==> src/inc/lcdsd_regs.vh <==
`ifndef LCDSD_REGS_VH
`define LCDSD_REGS_VH

// ----------------------------------------------------------------------------
// Register addresses
// ----------------------------------------------------------------------------
`define LCDSD_ADDR_CTRL   8'h00
`define LCDSD_ADDR_DIVL   8'h01
`define LCDSD_ADDR_DIVH   8'h02
`define LCDSD_ADDR_TOGR   8'h03
`define LCDSD_ADDR_MEM0   8'h10

// ----------------------------------------------------------------------------
// Control fields and resets
// ----------------------------------------------------------------------------
`define LCDSD_BIT_BIAS    0
`define LCDSD_BIT_MUXLO   1
`define LCDSD_BIT_MUXHI   2
`define LCDSD_BIT_SIZE    3
`define LCDSD_BIT_BLANK   4
`define LCDSD_CTRL_MASK   8'h1F
`define LCDSD_CTRL_RESET  8'h00
`define LCDSD_MUX_STATIC  2'h0
`define LCDSD_MUX_TWO     2'h1
`define LCDSD_MUX_THREE   2'h2
`define LCDSD_MUX_FOUR    2'h3
`define LCDSD_MEM_WORDS   16

`endif

==> src/rtl/lcdsd_driver.v <==
`timescale 1ns/1ps
`include "lcdsd_regs.vh"

module lcdsd_driver #(
  parameter NUM_SEG  = 32,
  parameter DIV_W    = 10
) (
  // System
  input  wire              clock,
  input  wire              rst,
  // Timing source
  input  wire              osc_tick,
  input  wire              ext_clk_tick,
  input  wire              clk_src_ext,
  // Register port
  input  wire              reg_wr,
  input  wire              reg_rd,
  input  wire [7:0]        reg_addr,
  input  wire [7:0]        reg_wdata,
  output reg  [7:0]        reg_rdata,
  // Master enable
  input  wire              display_en,
  // Drive levels: 0..3 in thirds (one-third bias) or 0,1/2 as 0..2 halves
  output reg  [4*2-1:0]    com_level,
  output reg  [NUM_SEG*2-1:0] seg_level,
  output reg  [NUM_SEG-1:0]   seg_en,
  output reg               bias_half,
  output reg               frame_phase
);

  // --------------------------------------------------------------------------
  // Registers
  // --------------------------------------------------------------------------
  reg  [7:0]       ctrl_q;
  reg  [DIV_W-1:0] div_q;
  reg  [7:0]       togr_q;
  reg  [7:0]       mem_q [0:`LCDSD_MEM_WORDS-1];

  wire [1:0] mux_select = ctrl_q[`LCDSD_BIT_MUXHI:`LCDSD_BIT_MUXLO];
  wire       blank      = ctrl_q[`LCDSD_BIT_BLANK];
  wire       wide       = ctrl_q[`LCDSD_BIT_SIZE];
  wire [2:0] mux_count  = {1'b0, mux_select} + 3'h1;
  // The memory decode covers one aligned block of addresses, so the low
  // address bits index the word directly.
  wire       mem_hit    = (reg_addr >= `LCDSD_ADDR_MEM0) &&
                          (reg_addr <  `LCDSD_ADDR_MEM0 + `LCDSD_MEM_WORDS);
  wire [3:0] mem_idx    = reg_addr[3:0];

  // Writes land on the edge that samples reg_wr, so a read issued on the
  // next cycle already returns the new value. Reserved control bits are
  // masked on the way in rather than on the way out, which keeps the stored
  // copy and the read-back identical.
  integer i;
  always @(posedge clock) begin
    if (rst) begin
      ctrl_q <= `LCDSD_CTRL_RESET;
      div_q  <= {DIV_W{1'b0}};
      togr_q <= 8'h00;
      for (i = 0; i < `LCDSD_MEM_WORDS; i = i + 1) begin
        mem_q[i] <= 8'h00;
      end
    end else if (reg_wr) begin
      case (reg_addr)
        `LCDSD_ADDR_CTRL: ctrl_q <= reg_wdata & `LCDSD_CTRL_MASK;
        `LCDSD_ADDR_DIVL: div_q[7:0] <= reg_wdata;
        `LCDSD_ADDR_DIVH: div_q[DIV_W-1:8] <= reg_wdata[DIV_W-9:0];
        `LCDSD_ADDR_TOGR: togr_q <= {4'h0, reg_wdata[3:0]};
        default: begin
          if (mem_hit) begin
            mem_q[mem_idx] <= reg_wdata;
          end
        end
      endcase
    end
  end

  // Read data is registered and held until the next read, so the host may
  // take it at leisure; unmapped addresses answer with zero.
  always @(posedge clock) begin
    if (rst) begin
      reg_rdata <= 8'h00;
    end else if (reg_rd) begin
      case (reg_addr)
        `LCDSD_ADDR_CTRL: reg_rdata <= ctrl_q;
        `LCDSD_ADDR_DIVL: reg_rdata <= div_q[7:0];
        `LCDSD_ADDR_DIVH: reg_rdata <= {{(16-DIV_W){1'b0}}, div_q[DIV_W-1:8]};
        `LCDSD_ADDR_TOGR: reg_rdata <= togr_q;
        default:          reg_rdata <= mem_hit ? mem_q[mem_idx] : 8'h00;
      endcase
    end
  end

  // --------------------------------------------------------------------------
  // Timing: source halved, then prescaled into common slots
  // --------------------------------------------------------------------------
  // Each frame has 2 polarities x mux_count slots, and each slot lasts (div+1)
  // ticks of the halved clock, that is 2 * (div+1) source ticks, so
  // refresh = f / (4 * mux * (div+1)).
  wire src_tick = clk_src_ext ? ext_clk_tick : osc_tick;
  reg              half_q;
  reg  [DIV_W:0]   pre_q;
  reg  [1:0]       com_q;
  reg  [7:0]       blink_q;
  reg              blink_on_q;
  // Greater-or-equal lets both counters recover at the next slot when
  // software shrinks the divider or the mux count while running; an exact
  // match would leave them running through a full wrap first.
  wire             slot_last = (pre_q >= {1'b0, div_q});
  wire             com_last  = ({1'b0, com_q} + 3'h1 >= mux_count);
  wire             slot_end  = src_tick && half_q && slot_last;
  wire             frame_end = slot_end && com_last && frame_phase;

  // Disabling the display parks every counter, so the first frame after
  // enabling always starts at common 0 with the first polarity.
  always @(posedge clock) begin
    if (rst || !display_en) begin
      half_q      <= 1'b0;
      pre_q       <= {(DIV_W+1){1'b0}};
      com_q       <= 2'h0;
      frame_phase <= 1'b0;
      blink_q     <= 8'h00;
      blink_on_q  <= 1'b1;
    end else if (src_tick) begin
      half_q <= ~half_q;
      if (half_q) begin
        if (slot_last) begin
          pre_q <= {(DIV_W+1){1'b0}};
          if (com_last) begin
            com_q       <= 2'h0;
            frame_phase <= ~frame_phase;
          end else begin
            com_q <= com_q + 2'h1;
          end
        end else begin
          pre_q <= pre_q + {{DIV_W{1'b0}}, 1'b1};
        end
      end
      // Blinking counts whole frames, so the glass always sees a balanced
      // pair of polarities before a segment is hidden or shown again. A
      // toggle rate of zero forces the display visible.
      if (frame_end && togr_q[3:0] != 4'h0) begin
        if (blink_q[3:0] >= togr_q[3:0] - 4'h1) begin
          blink_q    <= 8'h00;
          blink_on_q <= ~blink_on_q;
        end else begin
          blink_q <= blink_q + 8'h01;
        end
      end else if (togr_q[3:0] == 4'h0) begin
        blink_on_q <= 1'b1;
      end
    end
  end

  // --------------------------------------------------------------------------
  // Waveforms
  // --------------------------------------------------------------------------
  // Levels are in units of the bias step: full swing is 3 (one-third) or 2
  // (half). Selected common sits at the rail, the other active ones at the middle
  // levels; segments sit opposite to the common for "on".
  wire [1:0] top    = ctrl_q[`LCDSD_BIT_BIAS] ? 2'h2 : 2'h3;
  wire [1:0] mid_lo = 2'h1;
  wire [1:0] mid_hi = ctrl_q[`LCDSD_BIT_BIAS] ? 2'h1 : 2'h2;
  // Off segments stay at most one bias step from every active common at all times, below
  // the panel's threshold, while on segments see the full swing in their own
  // slot. The price is a one-step field across off segments even in static
  // drive, accepted so that one level table serves every mux mode.
  wire [4*2-1:0]       com_level_d;
  wire [NUM_SEG*2-1:0] seg_level_d;
  wire [NUM_SEG-1:0]   seg_en_d;

  genvar c;
  generate
    for (c = 0; c < 4; c = c + 1) begin : g_com
      // Commons beyond the selected count rest at 0 while the segments keep swinging,
      // so a segment wired to them still sees up to the full swing.
      assign com_level_d[c*2 +: 2] = (c > mux_select) ? 2'h0 :
                                     (com_q == c) ? (frame_phase ? 2'h0 : top) :
                                     (frame_phase ? mid_hi : mid_lo);
    end
  endgenerate

  genvar s;
  generate
    for (s = 0; s < NUM_SEG; s = s + 1) begin : g_seg
      // Memory holds four common bits per segment, two segments per byte.
      wire [7:0] word   = mem_q[s/2];
      wire       bit_on = word[(s%2)*4 + com_q] && !blank && blink_on_q;
      assign seg_en_d[s] = (s < 16) || wide;
      assign seg_level_d[s*2 +: 2] = bit_on ? (frame_phase ? top : 2'h0) :
                                              (frame_phase ? mid_lo : mid_hi);
    end
  endgenerate

  // --------------------------------------------------------------------------
  // Output registers
  // --------------------------------------------------------------------------
  // Commons and segments update on one edge, so the glass never sees a
  // common and its segments in different phases for a cycle.
  always @(posedge clock) begin
    if (rst || !display_en) begin
      com_level <= {(4*2){1'b0}};
      seg_level <= {(NUM_SEG*2){1'b0}};
      seg_en    <= {NUM_SEG{1'b0}};
    end else begin
      com_level <= com_level_d;
      seg_level <= seg_level_d;
      seg_en    <= seg_en_d;
    end
  end

  // --------------------------------------------------------------------------
  // Bias output
  // --------------------------------------------------------------------------
  // The bias choice is exported for the analog level generator, which sits
  // outside this block and turns the level codes into voltages.
  always @(posedge clock) begin
    if (rst) begin
      bias_half <= 1'b0;
    end else begin
      bias_half <= ctrl_q[`LCDSD_BIT_BIAS];
    end
  end

endmodule // lcdsd_driver

==> config.mk <==
export PLATFORM = sky130hd
export DESIGN_NAME = lcdsd_driver
export DESIGN_NICKNAME = d
export VERILOG_FILES = /design/src/rtl/lcdsd_driver.v
export VERILOG_INCLUDE_DIRS = /design/src /design/src/inc
export SDC_FILE = /design/constraint.sdc
export NUM_CORES = 1
export LEC_CHECK = 0
export BUFFER_PORTS_ARGS = -buffer_cell sky130_fd_sc_hd__buf_2
export CAP_MARGIN = 20
export CORE_ASPECT_RATIO = 0.5
export CORE_UTILIZATION = 50
export CTS_CLUSTER_DIAMETER = 40
export DETAILED_ROUTE_END_ITERATION = 10
export PLACE_DENSITY = 0.66
export REMOVE_ABC_BUFFERS = 1
export SLEW_MARGIN = 20
export SYNTH_ARGS = -nofsm -noshare
export SYNTH_HDL_FRONTEND = slang
export SYNTH_SLANG_ARGS = --single-unit
export TNS_END_PERCENT = 20
==> constraint.sdc <==
create_clock -name clock -period 3.1 [get_ports clock]
set_clock_uncertainty 0.2 [all_clocks]
set_input_delay 0.465 -clock clock [delete_from_list [all_inputs] [get_ports clock]]
set_output_delay 0.465 -clock clock [all_outputs]
set_load 0.01 [all_outputs]
---- Word level (Yosys, flattened, before mapping) ----
Memory sizes are Yosys's and may differ from the RTL's.
Index checks and enable logic that the tools add are counted.
word-level totals
  register bits after elaboration ......... 141
  bits in writable memories ............... 128
  output and inout bits ................... 114
  word-level logic and storage cells ...... 265
  memories ................................ 1
memories
  name   depth  bits a word  read ports  clocked after Yosys merged registers in  wr ports  line               source
  mem_q  16     8            17          0                                        16        lcdsd_driver.v:37  reg [7:0] mem_q [0:`LCDSD_MEM_WORDS-1];
cells by class
  add/sub/neg operators ................... 7
  magnitude comparators ................... 10
  eq/ne operators ......................... 7
  mux-type cells .......................... 126
  bitwise gates (word level) .............. 3
  reduce and logical (&&, ||, !) cells .... 92
operators by type and width
  operator                                                                              count
  2-bit 2-to-1 mux                                                                      42
  1-bit logical AND                                                                     70
  1-bit binary-select mux with 3-bit select                                             16
  1-bit 2-to-1 mux                                                                      45
  1-bit binary-select mux with 2-bit select                                             16
  8-bit case mux with 4 select lines                                                    1
  8-bit 2-to-1 mux                                                                      3
  8-bit by 2-bit equality test with 1-bit output (second input constant)                2
  16-bit 2-to-1 mux                                                                     1
  2-bit AND reduction                                                                   6
  11-bit by 1-bit adder with 11-bit output (second input constant)                      1
  11-bit by 10-bit greater-or-equal comparator with 1-bit output                        1
  11-bit 2-to-1 mux                                                                     1
  8-bit by 1-bit adder with 8-bit output (second input constant)                        1
  8-bit by 1-bit equality test with 1-bit output (second input constant)                1
  8-bit by 5-bit greater-or-equal comparator with 1-bit output (second input constant)  1
  8-bit zero test                                                                       1
  8-bit by 6-bit < comparator with 1-bit output (second input constant)                 1
  8-bit OR reduction                                                                    1
  2-bit by 1-bit adder with 3-bit output (second input constant)                        2
  3-bit AND reduction                                                                   2
  2-bit OR reduction                                                                    3
  3-bit by 2-bit adder with 4-bit output (first input constant)                         1
  2-bit equality test (second input constant)                                           2
  20 further kinds                                                                      24

---- Longest topological paths before layout ----
Gate-level depths: netlist of the first run.
  word-level depth ........................ 9
  depth in mapped cells ................... 11
  gate-level depth less buffers ........... 10

---- Worst setup path before layout of the first run ----
OpenSTA, ideal clock, no wires.
  path type ............................... reg-to-reg
  start ................................... register com_q[1]
  end ..................................... register blink_q[3]
  library setup time ...................... 87 ps
  arrival time ............................ 2557 ps
  path slack .............................. 256 ps
  cell stages (with the launch flop) ...... 11
  buffers on the path ..................... 2
  clock period less this slack ............ 2844 ps
  cell sequence ........................... dfxtp_1 -> clkbuf_1 -> clkbuf_1 -> inv_1 -> ha_1 -> ha_1 -> a31oi_1 -> nor2_1 -> nand3_1 -> or4_1 -> o31ai_1
on the way
  longest elaborated chain between the ends .. 6
ends and longest elaborated chain
  item                                    line                source
  start, declared                         lcdsd_driver.v:102  reg [1:0] com_q;
  start signal, assigned                  lcdsd_driver.v:132  com_q <= com_q + 2'h1;
  2-bit by 1-bit adder with 3-bit output  lcdsd_driver.v:109  wire com_last = ({1'b0, com_q} + 3'h1 >= mux_count);
  3-bit greater-or-equal comparator       lcdsd_driver.v:109
  1-bit logical AND (2 in series)         lcdsd_driver.v:111  wire frame_end = slot_end && com_last && frame_phase;
  1-bit logical AND                       lcdsd_driver.v:141  if (frame_end && togr_q[3:0] != 4'h0) begin
  2-bit AND reduction (no source line)    -
  end signal, assigned                    lcdsd_driver.v:146  blink_q <= blink_q + 8'h01;
  end, declared                           lcdsd_driver.v:103  reg [7:0] blink_q;
No other way between the ends.
A chain may end at the register's enable or synchronous reset.

---- Final worst setup path of the first run ----
  start ................................... register togr_q[0]
  end ..................................... register blink_q[3]
on the way
  longest elaborated chain between the ends .. 3
  elaborated cells on any way between the ends .. 6
ends and longest elaborated chain
  item                                                                                      line                                    source
  start, declared                                                                           lcdsd_driver.v:36                       reg [7:0] togr_q;
  start signal, assigned                                                                    lcdsd_driver.v:67                       `LCDSD_ADDR_TOGR: togr_q <= {4'h0, reg_wdata[3:0]};
  4-bit by 1-bit subtractor with 4-bit output / 4-bit nonzero test (equally long branches)  lcdsd_driver.v:142, lcdsd_driver.v:141
  4-bit greater-or-equal comparator / 1-bit logical AND (equally long branches)             lcdsd_driver.v:142, lcdsd_driver.v:141
  8-bit 2-to-1 mux / 2-bit AND reduction (equally long branches)                            -
Parallel ways exist; a longest one is shown, timed or not.

==> results of run 1 <==
## critical path, delay by kind of cell (launching register included)
| family | cells | cell delay, ns |
|---|---|---|
| simple gates | 2 | 0.74 |
| buf+inv | 1 | 0.09 |
| compound gates | 2 | 0.60 |
| fa+ha+maj | 2 | 0.58 |
| flops | 1 | 0.41 |
## cell usage in the layout (no fill, tap or decap), types with 12 or more instances in the layout
cell type,instances
sky130_fd_sc_hd__and2_1,130
sky130_fd_sc_hd__o21ba_2,32
sky130_fd_sc_hd__o21ai_0,12
sky130_fd_sc_hd__inv_1,24
sky130_fd_sc_hd__ha_1,27
sky130_fd_sc_hd__a21oi_1,27
sky130_fd_sc_hd__edfxtp_1,128
sky130_fd_sc_hd__nand3_1,28
sky130_fd_sc_hd__dfxtp_1,120
sky130_fd_sc_hd__buf_4,23
sky130_fd_sc_hd__clkbuf_16,27
sky130_fd_sc_hd__or2_2,16
sky130_fd_sc_hd__mux2i_1,51
sky130_fd_sc_hd__mux4_2,66
sky130_fd_sc_hd__nand2_1,74
sky130_fd_sc_hd__nor3_1,15
sky130_fd_sc_hd__nor2_1,86
sky130_fd_sc_hd__buf_2,137
## cells by family (layout without fill, tap and decap cells)
kind of cell               count (synthesis)  count (layout)
and+or+nand+nor                          387             387
DFF                                      250             250
buffers and inverters                    127             234
muxes                                    122             122
AOI/OAI and AO/OA                        111             111
adders and majority gates                 27              27
xor gates and xnor gates                   6               6
## registers in the layout, indices dropped and copies added, names as in the netlist
name and cells:
com_q 2, pre_q 11, com_level 8, half_q 1, mem_q 128, seg_en 2
blink_on_q 1, ctrl_q 5, reg_rdata 8, togr_q 4, frame_phase 1, blink_q 4
div_q 10, bias_half 1, seg_level 64
## stage by stage
| stage | hold WS [ns] | setup TNS (ns) | instance area [um2] | util, % | cells |
|---|---|---|---|---|---|
| after floorplan | 0.2403 | -3.449 | 11680 | - | 930 |
| after global placement | 0.2691 | 0 | 12970 | 55.51 | 1399 |
| after detailed placement | 0.2811 | 0 | 12970 | 55.51 | 1399 |
| after CTS | 0.06578 | 0 | 13800 | 59.06 | 1444 |
| after global routing | 0.08028 | 0 | 13800 | 59.06 | 1444 |
| final | 0.09252 | 0 | 13800 | 59.06 | 1444 |
## power breakdown
group	switching, mW	internal, mW	total, mW	leakage (nW)
sequential	0.0722	3.59	3.66	2.21
combinational	0.303	0.205	0.508	2.85
clock	1.33	1.72	3.05	0.406
## routing by layer
metal  up-vias  part of all wire (%)  GRT usage, %
li1       3821                     -             -
met1      4194                    46         38.26
met2       286                    45         39.10
met3        44                   7.0         5.707
met4         0                   2.3         6.207
met5         -                     0             0
## worst paths after layout
kind	from	end	slack [ns]
max	togr_q[0]$_SDFFE_PP0P_	blink_q[3]$_SDFFE_PN0P_	0.38
min	rst	ctrl_q[2]$_SDFFE_PP0P_	0.09
max reg2reg	togr_q[0]$_SDFFE_PP0P_	blink_q[3]$_SDFFE_PN0P_	0.38
min reg2reg	div_q[3]$_SDFFE_PP0P_	div_q[3]$_SDFFE_PP0P_	0.29
## area by class of cell
type / count / area, um2 / share of cell area [%]
clock buffer: 36 / 759.5 / 5.502
clock inverter: 9 / 70.07 / 0.5076
inverter: 27 / 101.3 / 0.7342
multi-input combinational: 653 / 5303 / 38.41
sequential: 250 / 6289 / 45.55
tap: 307 / 384.1 / 2.783
timing repair buffer: 162 / 898.4 / 6.508
==> metrics, run 1 <==
First-pass DRT Iterations 5; number of global-route vias before repair 8056; cell type with the largest total area after synthesis sky130_fd_sc_hd__edfxtp_1; horizontal die dimension 222.9 um; placer congestion estimate 0.8668; slack of the critical path 0.3794 ns; average instance area after synthesis 11.84 um2; fraction of layout cells with a size suffix above 1 29.64%; fin. max-slew vios 0; classification of the worst-slack hold path in2reg; register area share after synthesis 51.55%; proportion of register bits with asynchronous set or reset after synthesis 0%; peak supply drop 0.0004209 V; final hold violation count 0; Period minus WS final 2.721 ns; pre-CTS WS 0.1479 ns; type of destination of the critical path flop; required time worst endpoint 3.34 ns; fraction of the mapped netlist area in adder cells 2.770%; count of standard-cell rows 39; worst path arrival time 2.96 ns; remaining global-route overflow 0; final net count 1170; insertion delay of the later-clocked pin in the worst-skew pair 0.53 ns; Synth Cell Area 0.01219 mm2; compound-gate portion of the synthesized area 6.741%; detailed-placement wirelength estimate 22.20 mm; top cells by area in the synthesized netlist sky130_fd_sc_hd__edfxtp_1 32%, sky130_fd_sc_hd__dfxtp_1 20%, sky130_fd_sc_hd__mux4_2 12%; cell at the root of the clock tree sky130_fd_sc_hd__clkbuf_16; critical path, cell by cell inv_1 > ha_1 > ha_1 > a2111oi_0 > nor3_1 > or4_1 > o31ai_1; H-tree depth 1; crit start category flop; standard cell core area 0.02337 mm2; run status complete, no violations; die extent in y 112.4 um; Cells after Synth 1030; fraction of synthesized cell area taken by the top area cell type 31.52%; total clock buffers created by CTS 25; total via count in the routed design 8345; setup violation total in the final timing report 0; slew at the pin with the worst max-slew slack 0.7884 ns; total of fill cells in the finished design 1864; area growth from synthesis to layout 13.21%; critical path start-end classification reg2reg; Syn. warnings 0; largest net degree at the start of global routing 36; count of port buffers added during placement 137; number of antenna cells inserted 0; top fanout value on the critical path 5; count of cells along the worst hold path 2; most common cell in the synthesized netlist sky130_fd_sc_hd__and2_1; FF+latch count, synth 250; Post-synth EDFFs 128; reg2reg path depth 7; commonest cells in the netlist 130 x sky130_fd_sc_hd__and2_1, 128 x sky130_fd_sc_hd__edfxtp_1, 122 x sky130_fd_sc_hd__dfxtp_1; clock sink total 250; initial cell density of the core 52.17%; Highest Clock Rate 367.6 MHz; count of hold buffers inserted by post-cts repair 0; TritonCTS clock tree built; Iteration-0 DRC Markers 1041; number of routed nets with antenna violations 0; leakage power 5.466 nW; max incr delay on CP 0.55 ns; detail-routed net length per standard cell 22.15 um; post-synthesis share of cell area spent on xor and xnor gates 0.4309%; max_slew headroom 47.44%; unique cell type count in the Yosys netlist 60; Tot GR Track Use 25.94%; combinational family with the most area after synthesis multiplexers; share of the cycle needed by the critical path after routing 87.76%; clock input transition at the sequential cells of the worst setup and hold paths 0.06 ns; drt via density 5.779; total design power 7.217 mW; Post-CTS Repair Setup Buffers 0; Die ar. 0.02505 mm2; Max Buffers Root-to-Sink 3; post-cts gate resize count 0; RSZ-0062 raised after global routing no; main flop type after synthesis sky130_fd_sc_hd__edfxtp_1; wire length of the first global-routing pass 48.97 mm; total wirelength of the detailed-routed design 31.98 mm; post-synthesis simple-gate area fraction 16.61%; post-detailed-route DRC marker count 0; power per cell area 522.8 mW/mm2; count of max-cap constraint violations 0; most frequent cell on the critical path sky130_fd_sc_hd__ha_1; CP max stage cell sky130_fd_sc_hd__or4_1; number of antenna violations at the first check in global routing 0; mux share of post-synthesis cell area 16.84%; number of primary I/O pins 138
(Power assumes the default switching activity.)
==> inputs of run 2 (changes only) <==
- MAX_ROUTING_LAYER: default -> met4
- clock period: 3.1 -> 3.2 ns (I/O delays scaled with it)
==> run 2 against run 1 <==
Against the previous run: final area increased by 0.40%; hold slack improved by 0.033 ns; critical path depth unchanged; largest power group unchanged.
==> metrics, run 2 (synthesis results as in run 1) <==
initial cell density of the core 52.17% (unchanged); die extent in y 112.4 um (unchanged); Iteration-0 DRC Markers 903 (was 1041); total design power 7.121 mW (was 7.217 mW); number of routed nets with antenna violations 0 (unchanged); count of standard-cell rows 39 (unchanged); slew at the pin with the worst max-slew slack 0.7518 ns (was 0.7884 ns); Tot GR Track Use 26.71% (was 25.94%); share of the cycle needed by the critical path after routing 83.11% (was 87.76%); Max Buffers Root-to-Sink 3 (unchanged); Die ar. 0.02505 mm2 (unchanged); post-detailed-route DRC marker count 0 (unchanged); RSZ-0062 raised after global routing no (unchanged); Post-CTS Repair Setup Buffers 0 (unchanged); clock input transition at the sequential cells of the worst setup and hold paths 0.07 ns (was 0.06 ns); count of port buffers added during placement 137 (unchanged); largest net degree at the start of global routing 45 (was 36); post-cts gate resize count 0 (unchanged); area growth from synthesis to layout 13.66% (was 13.21%); worst path arrival time 2.90 ns (was 2.96 ns); fraction of layout cells with a size suffix above 1 30.12% (was 29.64%); clock sink total 250 (unchanged); total via count in the routed design 8435 (was 8345); critical hold path startpoint reg_wr (was rst); power per cell area 513.8 mW/mm2 (was 522.8 mW/mm2); number of primary I/O pins 138 (unchanged); end of the worst register-to-register path blink_q[3]$_SDFFE_PN0P_ (unchanged); largest registers in the final layout mem_q x128, seg_level x64, pre_q x11 (unchanged); count of cells along the worst hold path 3 (was 2); highest-count cells in the layout ignoring fill and taps 137 x sky130_fd_sc_hd__buf_2, 130 x sky130_fd_sc_hd__and2_1, 128 x sky130_fd_sc_hd__edfxtp_1 (unchanged); number of global-route vias before repair 8253 (was 8056); TritonCTS clock tree built (unchanged); required time worst endpoint 3.44 ns (was 3.34 ns); max reg flops 128 (unchanged); setup violation total in the final timing report 0 (unchanged); top fanout value on the critical path 5 (unchanged); minimum hold slack 0.1254 ns (was 0.09252 ns); leakage power 5.503 nW (was 5.466 nW); wire length of the first global-routing pass 49.16 mm (was 48.97 mm); type of destination of the critical path flop (unchanged); most frequent standard cell in the layout excluding fill and tap cells sky130_fd_sc_hd__buf_2 (unchanged); crit start category flop (unchanged); count of hold buffers inserted by post-cts repair 0 (unchanged); count of max-cap constraint violations 0 (unchanged); pre-CTS WS 0.2433 ns (was 0.1479 ns); drt via density 5.813 (was 5.779); remaining global-route overflow 0 (unchanged); fin. max-slew vios 0 (unchanged); peak supply drop 0.0003025 V (was 0.0004209 V); total wirelength of the detailed-routed design 31.97 mm (was 31.98 mm); final net count 1174 (was 1170); cell at the root of the clock tree sky130_fd_sc_hd__clkbuf_16 (unchanged); setup TNS 0 ns (unchanged); standard cell core area 0.02337 mm2 (unchanged); detail-routed net length per standard cell 22.03 um (was 22.15 um); final hold violation count 0 (unchanged); Highest Clock Rate 376.0 MHz (was 367.6 MHz); run status complete, no violations (unchanged); reg-to-reg critical path startpoint togr_q[0]$_SDFFE_PP0P_ (unchanged); critical path start-end classification reg2reg (unchanged); total clock buffers created by CTS 25 (unchanged); placer congestion estimate 0.9398 (was 0.8668); classification of the worst-slack hold path in2reg (unchanged); First-pass DRT Iterations 5 (unchanged); Period minus WS final 2.660 ns (was 2.721 ns); insertion delay of the later-clocked pin in the worst-skew pair 0.55 ns (was 0.53 ns); number of antenna violations at the first check in global routing 3 (was 0); slack of the critical path 0.5404 ns (was 0.3794 ns); reg2reg path depth 7 (unchanged); WHS Endpoint div_q[0]$_SDFFE_PP0P_ (was ctrl_q[2]$_SDFFE_PP0P_); max_slew headroom 49.88% (was 47.44%); total of fill cells in the finished design 1868 (was 1864); detailed-placement wirelength estimate 22.61 mm (was 22.20 mm); setup slack of the most critical reg-to-reg path 0.54 ns (was 0.38 ns); H-tree depth 1 (unchanged); horizontal die dimension 222.9 um (unchanged); register bank with the most flops mem_q (unchanged)
-- run 2: cell count changes in the layout (fill, tap and decap cells not counted), moves of 2 or more --
| cell | before | now |
|---|---|---|
| sky130_fd_sc_hd__buf_4 | 23 | 28 |
| sky130_fd_sc_hd__bufinv_16 | 0 | 3 |
| sky130_fd_sc_hd__clkbuf_1 | 4 | 1 |
| sky130_fd_sc_hd__clkbuf_8 | 5 | 2 |
| sky130_fd_sc_hd__clkbuf_16 | 27 | 25 |
| sky130_fd_sc_hd__clkinv_2 | 2 | 4 |
| sky130_fd_sc_hd__diode_2 | 0 | 2 |
| sky130_fd_sc_hd__inv_8 | 1 | 3 |
-- run 2: through the flow --
step	std cells	instance area (um2)	utilization, %
6_report	1451	13860	59.30
3_3_place_gp	1403	12990	55.59
4_1_cts	1449	13850	59.27
3_5_place_dp	1403	12990	55.59
5_1_grt	1451	13860	59.30
2_1_floorplan	930	11680	-
-- run 2: layer usage --
layer | GRT usage (%) | part of all wire (%) | routed length [um] | vias up
met1 | 37.33 | 44 | 14180 | 4213
li1 | - | - | - | 3837
met3 | 5.288 | 7.6 | 2431 | 45
met5 | - | 0 | 0 | -
met4 | 5.793 | 2.0 | 626 | 0
met2 | 40.50 | 46 | 14730 | 340
-- run 2: worst max path at each step --
stage,startpoint,to,slack [ns],cells past startpoint
6_report,togr_q[0]$_SDFFE_PP0P_,blink_q[3]$_SDFFE_PN0P_,0.54,7
5_1_grt,ctrl_q[2]$_SDFFE_PP0P_,blink_q[3]$_SDFFE_PN0P_,0.30,9
4_1_cts,togr_q[0]$_SDFFE_PP0P_,blink_q[3]$_SDFFE_PN0P_,0.55,7
3_5_place_dp,reg_addr[7],mem_q[8][5]$_SDFFCE_PN0P_,0.24,7
2_1_floorplan,com_q[0]$_SDFFE_PN0N_,blink_q[3]$_SDFFE_PN0P_,-0.52,8
3_3_place_gp,reg_addr[7],mem_q[8][4]$_SDFFCE_PN0P_,0.44,7
-- run 2: final cells by class --
class                   count  area, um2  share of cell area (%)
diodes                      2      5.005                 0.03611
flip-flops and latches    250       6289                   45.37
clock inverters            18      205.2                   1.481
well taps                 307      384.1                   2.772
inverters                  27      101.3                  0.7312
repair buffers            166      915.9                   6.608
clock buffers              28      656.9                   4.740
multi-input cells         653       5303                   38.26
-- run 2: worst max-delay path, stage by stage (launching register included) --
cell and delay, ns:
sky130_fd_sc_hd__dfxtp_1 0.38, sky130_fd_sc_hd__inv_1 0.08, sky130_fd_sc_hd__ha_1 0.30, sky130_fd_sc_hd__ha_1 0.28, sky130_fd_sc_hd__a2111oi_0 0.37, sky130_fd_sc_hd__nor3_1 0.21, sky130_fd_sc_hd__or4_1 0.54, sky130_fd_sc_hd__o31ai_1 0.21
-- run 2: power by group --
part	internal, mW	switching, mW	total [mW]	leakage, nW
Combinational	0.197	0.288	0.485	2.87
Sequential	3.47	0.0714	3.55	2.21
Clock	1.76	1.34	3.09	0.425
